### config.mk
export PLATFORM = sky130hd
export DESIGN_NAME = peripheral_irq_flag_bank
export DESIGN_NICKNAME = d
export VERILOG_FILES = /design/src/hdl/flag_bank_pkg.sv /design/src/hdl/peripheral_irq_flag_bank.sv /design/src/hdl/reset_sync.sv /design/src/hdl/sticky_bank.sv
export SDC_FILE = /design/constraint.sdc
export NUM_CORES = 1
export LEC_CHECK = 0
export ABC_AREA = 1
export BUFFER_PORTS_ARGS = -buffer_cell sky130_fd_sc_hd__buf_2
export CORE_MARGIN = 2
export CORE_UTILIZATION = 47
export DETAILED_ROUTE_END_ITERATION = 8
export GPL_ROUTABILITY_DRIVEN = 1
export PLACE_DENSITY = 0.77
export SKIP_LAST_GASP = 1
export SYNTH_ARGS = -nofsm -noshare
export SYNTH_HDL_FRONTEND = slang
export SYNTH_SLANG_ARGS = --single-unit
### constraint.sdc
create_clock -name clk_i -period 4.2 [get_ports clk_i]
set_clock_uncertainty 0.15 [all_clocks]
set_input_delay 0.42 -clock clk_i [delete_from_list [all_inputs] [get_ports clk_i]]
set_output_delay 0.42 -clock clk_i [all_outputs]
set_load 0.03 [all_outputs]
### src/hdl/flag_bank_pkg.sv
package flag_bank_pkg;

  // ************************************************************
  // bus geometry
  // ************************************************************
  localparam int DATA_W = 32;
  localparam int ADDR_W = 8;
  localparam int SEL_W  = 4;
  localparam int BYTE_W = 8;

  // ************************************************************
  // register map, byte addresses
  // ************************************************************
  localparam logic [7:0] ADDR_FLAGS_ONE   = 8'h00;
  localparam logic [7:0] ADDR_FLAGS_TWO   = 8'h04;
  localparam logic [7:0] ADDR_FLAGS_THREE = 8'h08;
  localparam logic [7:0] ADDR_FLAGS_FOUR  = 8'h0c;
  localparam logic [7:0] ADDR_FLAGS_FIVE  = 8'h10;
  localparam logic [7:0] ADDR_FLAGS_SIX   = 8'h14;
  localparam logic [7:0] ADDR_IRQ_STATUS  = 8'h18;
  localparam logic [7:0] ADDR_IRQ_MASK    = 8'h1c;

  // ************************************************************
  // flag bank layout: byte 0 one, 1 three, 2 two, 3 four,
  // 4 five, 5 six
  // ************************************************************
  localparam int          NUM_FLAG_REGS = 6;
  localparam int          FLAG_W        = 48;
  localparam int          OTHER_W       = 32;
  localparam logic [2:0]  IDX_ONE       = 3'h0;
  localparam logic [2:0]  IDX_THREE     = 3'h1;
  localparam logic [2:0]  IDX_TWO       = 3'h2;
  localparam logic [2:0]  IDX_FOUR      = 3'h3;
  localparam logic [2:0]  IDX_FIVE      = 3'h4;
  localparam logic [2:0]  IDX_SIX       = 3'h5;
  localparam logic [2:0]  IDX_NONE      = 3'h7;
  localparam logic [47:0] STICKY_MASK   = 48'hffff_ffff_80cf;
  localparam logic [47:0] FLAGS_RESET   = 48'h0000_0000_0000;

  localparam int BIT_PSP  = 7;
  localparam int BIT_CONV = 6;
  localparam int BIT_RX1  = 5;
  localparam int BIT_TX1  = 4;
  localparam int BIT_SSP  = 3;
  localparam int BIT_T1G  = 2;
  localparam int BIT_T2M  = 1;
  localparam int BIT_T1OV = 0;
  localparam int BIT_T5G  = 15;
  localparam int BIT_RX2  = 13;

  // ************************************************************
  // interrupt status: [15:0] as bank bytes 0..1, [16+k] any
  // event of registers two, four, five, six
  // ************************************************************
  localparam int          IRQ_W        = 20;
  localparam int          IRQ_OTHER_LO = 16;
  localparam logic [19:0] IRQ_RESET    = 20'h00000;
  localparam logic [19:0] IRQ_ALL      = 20'hfffff;

  typedef enum logic [1:0] {
    BUS_IDLE = 2'b01,
    BUS_ACK  = 2'b10
  } bus_state_t;

endpackage

### src/hdl/peripheral_irq_flag_bank.sv
// Contract
// - a flag is set by its event whatever the mask or enables say.
// - six eight-bit flag registers, bytes of one 48-bit bank, hold all request flags.
// - flag one bit 7 sets on a parallel port access, software clears.
// - flag one bit 6 sets on a finished conversion, software clears.
// - flag one bit 5 reads 1 while receiver one holds data.
// - flag one bit 4 reads 1 while transmitter one buffer is empty.
// - flag one bit 3 sets when the sync serial port is done.
// - flag one bit 2 sets on a timer one gate event.
// - flag one bit 1 sets when timer two count meets its period.
// - flag one bit 0 sets on a timer one overflow.
// - flag three bit 7 sets on a timer five gate event.
// - unimplemented bits read zero and ignore writes.
`timescale 1ns/1ps
module peripheral_irq_flag_bank
  import flag_bank_pkg::*;
(
  input  wire logic               clk_i,
  input  wire logic               resetn_i,
  input  wire logic               wb_cyc_i,
  input  wire logic               wb_stb_i,
  input  wire logic               wb_we_i,
  input  wire logic [ADDR_W-1:0]  wb_adr_i,
  input  wire logic [SEL_W-1:0]   wb_sel_i,
  input  wire logic [DATA_W-1:0]  wb_dat_i,
  output logic      [DATA_W-1:0]  wb_dat_o,
  output logic                    wb_ack_o,
  input  wire logic               psp_access_i,
  input  wire logic               conversion_done_i,
  input  wire logic               sync_serial_done_i,
  input  wire logic               timer_one_gate_i,
  input  wire logic               timer_one_overflow_i,
  input  wire logic [7:0]         timer_two_count_i,
  input  wire logic [7:0]         timer_two_period_i,
  input  wire logic               timer_five_gate_i,
  input  wire logic               rx_one_full_i,
  input  wire logic               tx_one_empty_i,
  input  wire logic               rx_two_full_i,
  input  wire logic [OTHER_W-1:0] other_event_i,
  output logic      [7:0]         flags_one_o,
  output logic      [7:0]         flags_three_o,
  output logic                    irq_o
);

  // ************************************************************
  // reset
  // ************************************************************
  logic rst_n;

  reset_sync u_reset_sync (
    .clk_i    (clk_i),
    .resetn_i (resetn_i),
    .rst_n_o  (rst_n)
  );

  // ************************************************************
  // helpers
  // ************************************************************
  function automatic logic [2:0] reg_index(input logic [ADDR_W-1:0] adr);
    case (adr)
      ADDR_FLAGS_ONE:   reg_index = IDX_ONE;
      ADDR_FLAGS_TWO:   reg_index = IDX_TWO;
      ADDR_FLAGS_THREE: reg_index = IDX_THREE;
      ADDR_FLAGS_FOUR:  reg_index = IDX_FOUR;
      ADDR_FLAGS_FIVE:  reg_index = IDX_FIVE;
      ADDR_FLAGS_SIX:   reg_index = IDX_SIX;
      default:          reg_index = IDX_NONE;
    endcase
  endfunction

  function automatic logic [IRQ_W-1:0] lane_mask(input logic [SEL_W-1:0] sel);
    lane_mask = {{4{sel[2]}}, {8{sel[1]}}, {8{sel[0]}}};
  endfunction

  // ************************************************************
  // bus slave
  // ************************************************************
  bus_state_t state;
  logic       req;
  logic       wr;
  logic [2:0] idx;
  logic       flag_hit;

  assign req      = wb_cyc_i && wb_stb_i && (state == BUS_IDLE);
  assign wr       = wb_cyc_i && wb_stb_i && wb_we_i && (state == BUS_ACK);
  assign idx      = reg_index(wb_adr_i);
  assign flag_hit = (idx != IDX_NONE);

  // one wait state; a write commits on the edge the master sees ack
  always_ff @(posedge clk_i or negedge rst_n) begin
    if (!rst_n) begin
      state    <= BUS_IDLE;
      wb_ack_o <= 1'b0;
    end else begin
      case (state)
        BUS_IDLE: begin
          wb_ack_o <= req;
          if (req) begin
            state <= BUS_ACK;
          end
        end
        BUS_ACK: begin
          wb_ack_o <= 1'b0;
          state    <= BUS_IDLE;
        end
        default: begin
          wb_ack_o <= 1'b0;
          state    <= BUS_IDLE;
        end
      endcase
    end
  end

  // ************************************************************
  // event sources
  // ************************************************************
  logic              t2_equal;
  logic              t2_equal_q;
  logic              t2_match;
  logic [2:0]        level;
  logic [2:0]        level_q;
  logic [FLAG_W-1:0] flag_set;

  assign t2_equal = (timer_two_count_i == timer_two_period_i);
  // equality can last many cycles; only its start is an event
  assign t2_match = t2_equal && !t2_equal_q;
  assign level    = {rx_two_full_i, tx_one_empty_i, rx_one_full_i};

  always_ff @(posedge clk_i or negedge rst_n) begin
    if (!rst_n) begin
      t2_equal_q <= 1'b0;
      level_q    <= 3'h0;
    end else begin
      t2_equal_q <= t2_equal;
      level_q    <= level;
    end
  end

  always_comb begin
    flag_set           = '0;
    flag_set[BIT_PSP]  = psp_access_i;
    flag_set[BIT_CONV] = conversion_done_i;
    flag_set[BIT_SSP]  = sync_serial_done_i;
    flag_set[BIT_T1G]  = timer_one_gate_i;
    flag_set[BIT_T2M]  = t2_match;
    flag_set[BIT_T1OV] = timer_one_overflow_i;
    flag_set[BIT_T5G]  = timer_five_gate_i;
    flag_set[FLAG_W-1:16] = other_event_i;
  end

  // ************************************************************
  // flag registers
  // ************************************************************
  logic [FLAG_W-1:0] flags;
  logic [FLAG_W-1:0] flag_wr_en;
  logic [FLAG_W-1:0] flag_wr_data;

  // writes reach only the low byte lane; the bank mask keeps
  // read-only and unimplemented bits out
  assign flag_wr_en = (wr && flag_hit && wb_sel_i[0])
    ? (FLAG_W'(8'hff) << (BYTE_W * idx)) : '0;
  assign flag_wr_data = {NUM_FLAG_REGS{wb_dat_i[7:0]}};

  // set is independent of mask and enables
  sticky_bank #(
    .W    (FLAG_W),
    .W1C  (1'b0),
    .IMPL (STICKY_MASK),
    .RST  (FLAGS_RESET)
  ) u_flags (
    .clk_i     (clk_i),
    .rst_n_i   (rst_n),
    .set_i     (flag_set),
    .wr_en_i   (flag_wr_en),
    .wr_data_i (flag_wr_data),
    .flags_o   (flags)
  );

  // read-only buffer flags follow the serial units, which drop
  // them when their buffer is accessed
  logic [FLAG_W-1:0] flag_view;

  always_comb begin
    flag_view          = flags;
    flag_view[BIT_RX1] = level_q[0];
    flag_view[BIT_TX1] = level_q[1];
    flag_view[BIT_RX2] = level_q[2];
  end

  assign flags_one_o   = flag_view[7:0];
  assign flags_three_o = flag_view[15:8];

  // ************************************************************
  // interrupt status and mask
  // ************************************************************
  logic [IRQ_W-1:0] irq_set;
  logic [IRQ_W-1:0] irq_status;
  logic [IRQ_W-1:0] irq_mask;
  logic [IRQ_W-1:0] irq_wr_en;
  logic             mask_wr;

  // level bits follow the view; an edge detector would fire after reset
  always_comb begin
    irq_set              = {4'h0, flag_set[15:0]};
    irq_set[BIT_RX1]     = level_q[0];
    irq_set[BIT_TX1]     = level_q[1];
    irq_set[BIT_RX2]     = level_q[2];
    irq_set[IRQ_OTHER_LO]   = |flag_set[23:16];
    irq_set[IRQ_OTHER_LO+1] = |flag_set[31:24];
    irq_set[IRQ_OTHER_LO+2] = |flag_set[39:32];
    irq_set[IRQ_OTHER_LO+3] = |flag_set[47:40];
  end

  assign irq_wr_en = (wr && wb_adr_i == ADDR_IRQ_STATUS)
    ? lane_mask(wb_sel_i) : '0;
  assign mask_wr   = wr && (wb_adr_i == ADDR_IRQ_MASK);

  sticky_bank #(
    .W    (IRQ_W),
    .W1C  (1'b1),
    .IMPL (IRQ_ALL),
    .RST  (IRQ_RESET)
  ) u_irq_status (
    .clk_i     (clk_i),
    .rst_n_i   (rst_n),
    .set_i     (irq_set),
    .wr_en_i   (irq_wr_en),
    .wr_data_i (wb_dat_i[IRQ_W-1:0]),
    .flags_o   (irq_status)
  );

  always_ff @(posedge clk_i or negedge rst_n) begin
    if (!rst_n) begin
      irq_mask <= IRQ_RESET;
    end else if (mask_wr) begin
      irq_mask <= (irq_mask & ~lane_mask(wb_sel_i))
        | (wb_dat_i[IRQ_W-1:0] & lane_mask(wb_sel_i));
    end
  end

  always_ff @(posedge clk_i or negedge rst_n) begin
    if (!rst_n) begin
      irq_o <= 1'b0;
    end else begin
      irq_o <= |(irq_status & irq_mask);
    end
  end

  // ************************************************************
  // read data
  // ************************************************************
  logic [FLAG_W-1:0] flag_shift;

  assign flag_shift = flag_view >> (BYTE_W * idx);

  // unmapped addresses read zero and still get an ack
  always_ff @(posedge clk_i or negedge rst_n) begin
    if (!rst_n) begin
      wb_dat_o <= '0;
    end else if (req && !wb_we_i) begin
      if (flag_hit) begin
        wb_dat_o <= {24'h000000, flag_shift[7:0]};
      end else if (wb_adr_i == ADDR_IRQ_STATUS) begin
        wb_dat_o <= {12'h000, irq_status};
      end else if (wb_adr_i == ADDR_IRQ_MASK) begin
        wb_dat_o <= {12'h000, irq_mask};
      end else begin
        wb_dat_o <= '0;
      end
    end
  end

  logic clr_one;
  assign clr_one = wr && idx == IDX_ONE && wb_sel_i[0];
endmodule

### src/hdl/reset_sync.sv
`timescale 1ns/1ps
module reset_sync (
  input  wire logic clk_i,
  input  wire logic resetn_i,
  output logic      rst_n_o
);

  logic meta_n;

  // release is synchronous, assertion stays asynchronous
  always_ff @(posedge clk_i or negedge resetn_i) begin
    if (!resetn_i) begin
      meta_n  <= 1'b0;
      rst_n_o <= 1'b0;
    end else begin
      meta_n  <= 1'b1;
      rst_n_o <= meta_n;
    end
  end

endmodule

### src/hdl/sticky_bank.sv
`timescale 1ns/1ps
module sticky_bank #(
  parameter int          W      = 8,
  parameter bit          W1C    = 1'b0,
  parameter logic [W-1:0] IMPL   = '1,
  parameter logic [W-1:0] RST    = '0
) (
  input  wire logic         clk_i,
  input  wire logic         rst_n_i,
  input  wire logic [W-1:0] set_i,
  input  wire logic [W-1:0] wr_en_i,
  input  wire logic [W-1:0] wr_data_i,
  output logic      [W-1:0] flags_o
);

  logic [W-1:0] kept;
  logic [W-1:0] next_flags;

  always_comb begin
    if (W1C) begin
      kept = flags_o & ~(wr_en_i & wr_data_i);
    end else begin
      kept = (flags_o & ~wr_en_i) | (wr_en_i & wr_data_i);
    end
    // a set in the same cycle as a clear wins
    next_flags = (kept | set_i) & IMPL;
  end

  always_ff @(posedge clk_i or negedge rst_n_i) begin
    if (!rst_n_i) begin
      flags_o <= RST;
    end else begin
      flags_o <= next_flags;
    end
  end

endmodule

==> impl_summary.log <==
[metrics] outcome: finished clean
[metrics] leading cell type by number of instances after synthesis: sky130_fd_sc_hd__nand2_1
[metrics] number of input and output port buffers inserted: 124
[metrics] horizontal die dimension: 112.8 um
[metrics] DR DRC count: 0
[metrics] crit path DAT: 2.52 ns
[metrics] average via count per standard cell: 5.531
[metrics] number of rows in the core area: 39
[metrics] RSZ-0062 raised after global routing: false
[metrics] standard cell core area: 11470 um^2
[metrics] total via count in the routed design: 4917
[metrics] filler cell count in the final layout: 1040
[metrics] Max Buffers Root-to-Sink: 2
[metrics] worst path setup slack after routing: 1.743 ns
[metrics] via count of the first global-routing pass: 4826
[metrics] number of buffers and inverters on the critical path: 2
[metrics] syn_area_per_cell: 8.818 um^2
[metrics] number of register bits inferred by synthesis: 109
[metrics] CTS tree: yes
[metrics] non-filler cells, final: 889
[metrics] Area growth syn-to-layout: 16.28%
[metrics] post-route design area: 6470 um^2
[metrics] Total Wirelength: 14810 um
[metrics] critical path type: in -> reg
[metrics] Data required, critical path: 4.26 ns
[metrics] transition time of the tightest slew-check pin: 1.036 ns
[metrics] global routing usage summed across all routing layers: 0.2369
[metrics] Placed Cells incl. Taps: 871
[metrics] Tmin final: 2.457 ns
[metrics] synth top area cells: sky130_fd_sc_hd__dfrtp_1 49%, sky130_fd_sc_hd__nand2_1 8.1%, sky130_fd_sc_hd__inv_1 5.9%
[metrics] wire length of the first global-routing pass: 23950 um
[metrics] DRC violation total after the first TritonRoute iteration: 417
[metrics] Critical Path Max Stage Delay: 0.43 ns
[metrics] dpl cell area: 6146 um^2
[metrics] count of flip-flops with a built-in enable after synthesis: 0
[metrics] synthesized instance count: 631
[metrics] wire length per cell: 16.66 um
[metrics] slowest CP cell: sky130_fd_sc_hd__nand3_1
[metrics] number of warnings issued by yosys: 0
[metrics] area of combinational cells with multiple inputs: 2247 um^2
[metrics] mapped cell area: 5564 um^2
[metrics] async set or reset register ratio after synthesis: 1.000
[metrics] number of nets in the layout: 846
[metrics] area taken by flip-flops and latches: 2733 um^2
[metrics] Critical Path Sink Type: flip-flop
[metrics] Final Hold Viols: 0
[metrics] Reg clk slew, reported paths: 0.07 ns
[metrics] top achievable clock speed: 406.9 MHz
[metrics] internal reg-to-reg setup slack: 2.01 ns
[metrics] antenna-violating nets left: 0
[metrics] I/O pin cnt: 156
[metrics] number of antenna violations at the first check in global routing: 0
[metrics] number of sinks on the clock net: 109
[metrics] number of setup buffers added after CTS: 0
[metrics] clock root cell: sky130_fd_sc_hd__clkbuf_16
[metrics] worst setup slack after placement: 1.417 ns
[metrics] Final setup viols: 0
[metrics] number of maximum-capacitance violations: 0
[metrics] most instantiated cells after synthesis: 120 x sky130_fd_sc_hd__nand2_1, 108 x sky130_fd_sc_hd__dfrtp_1, 88 x sky130_fd_sc_hd__inv_1, 47 x sky130_fd_sc_hd__o21ai_0, 34 x sky130_fd_sc_hd__nand3_1
[metrics] Die Ht: 112.8 um
[metrics] cell accounting for the most synthesized area: sky130_fd_sc_hd__dfrtp_1
[metrics] Min Hold Slack: 0.02753 ns
[metrics] number of buffers added by the clock tree synthesis step: 9
[metrics] summed negative setup slack over all endpoints: 0 ns
[metrics] number of levels the H-tree was split into: 3
[metrics] last weighted congestion value of the routability-driven placer: 0.9303
[metrics] Detailed Place HPWL: 10990 um
[metrics] power per cell area: 332.6 nW/um^2
[metrics] TritonRoute pass-1 iters: 5
[metrics] VDD IR max: 0.0003849 V
[metrics] total congestion overflow: 0
[metrics] clock latency reported for the late side of the worst-skew pair: 0.34 ns
[metrics] primary flip-flop cell chosen by synthesis mapping: sky130_fd_sc_hd__dfrtp_1
[metrics] reported leakage power: 3.324 nW
[metrics] critical path's top delay family: simple AND/OR/NAND/NOR gates
[metrics] share of Yosys cell area claimed by the top area cell type: 0.4857
[metrics] Max FO, Critical Path: 16
[metrics] worst min-delay path class: in -> reg
[metrics] Startpoint Class: primary input
[metrics] fraction of the yosys area taken by sequential cells: 0.4904
[metrics] starting density of the core: 0.4852
[metrics] post-route clock period utilization: 0.5851
[metrics] list of cells traversed by the critical path: buf_2 > nor2_2 > nand3_4 > inv_1 > nand2_1 > nand2_2 > nand3_1 > a21oi_1 > o21ai_0
[metrics] relative max-transition margin: 0.3092
[metrics] pin count of the biggest net entering global routing: 81
[metrics] Distinct cells, synth: 44
[metrics] Die ar.: 12730 um^2
[metrics] Max Slew Vio Count: 0
[metrics] ratio of cells with drive above 1 in the final layout: 0.2564
==> final cells by class <==
cell class / instances / area share
well taps: 143 / 0.02765
clock inverters: 5 / 0.009089
flip-flops and latches: 109 / 0.4224
clock buffers: 11 / 0.03906
multi-input cells: 399 / 0.3473
repair buffers: 126 / 0.09863
inverters: 95 / 0.05550
diodes: 1 / 0.0003868
==> worst paths after layout <==
check	start	to	cells after the start
hold reg to reg	u_reset_sync.meta_n	u_reset_sync.rst_n_o	0
min in group asynchronous	resetn_i	u_reset_sync.rst_n_o	2
setup reg to reg	state[0]	u_flags.flags_o[25]	8
max in group asynchronous	u_reset_sync.rst_n_o	state[0]	1
setup / recovery	wb_adr_i[1]	u_flags.flags_o[25]	9
hold / removal	rx_two_full_i	level_q[2]	1
==> through the flow <==
step	utilization	total power [mW]
after floorplan	-	1.225
after global placement	0.5360	1.296
after detailed placement	0.5360	1.302
after CTS	0.5640	2.167
after global routing	0.5640	2.234
final	0.5642	2.152
==> report_power, final <==
| part | switching, mW | total (mW) | internal (mW) |
|---|---|---|---|
| combinational | 0.131 | 0.194 | 0.0632 |
| sequential | 0.0241 | 1.09 | 1.06 |
| clock | 0.374 | 0.869 | 0.495 |
| total | 0.529 | 2.15 | 1.62 |
==> kinds of logic (layout without fill, tap and decap cells) <==
group	after synthesis	in the layout	share of synthesized area
flip-flops	109	109	0.4904
XOR/XNOR	6	6	0.009444
AND/OR/NAND/NOR	231	231	0.2049
multiplexers	12	12	0.02429
AO/OA/AOI/OAI	131	131	0.1525
other	2	20	0.001350
buffers and inverters	140	237	0.1172
==> what timing repair did <==
action / CTS / global route
hold buffers: 1 / 0
hold endpoints to repair: 2 / 0
gates resized for setup: 0 / 0
setup endpoints to repair: 0 / 0
==> layout by cell type, fill, tap and decap left out, types with 17 or more instances in the layout <==
master	count
sky130_fd_sc_hd__o211ai_1	17
sky130_fd_sc_hd__conb_1	19
sky130_fd_sc_hd__a21oi_1	18
sky130_fd_sc_hd__nand4_1	30
sky130_fd_sc_hd__nand3_1	34
sky130_fd_sc_hd__inv_1	88
sky130_fd_sc_hd__nand2_1	120
sky130_fd_sc_hd__o21ai_0	47
sky130_fd_sc_hd__dfrtp_1	107
sky130_fd_sc_hd__buf_2	124
==> layer usage <==
metal,track usage,up-vias,routed length (um)
met1,0.3238,2359,6357
met2,0.3936,223,7096
met3,0.03964,29,1112
met4,0.06504,0,245
li1,-,2306,-
met5,0,-,0
Note: power is estimated with default switching activity, not from simulation.
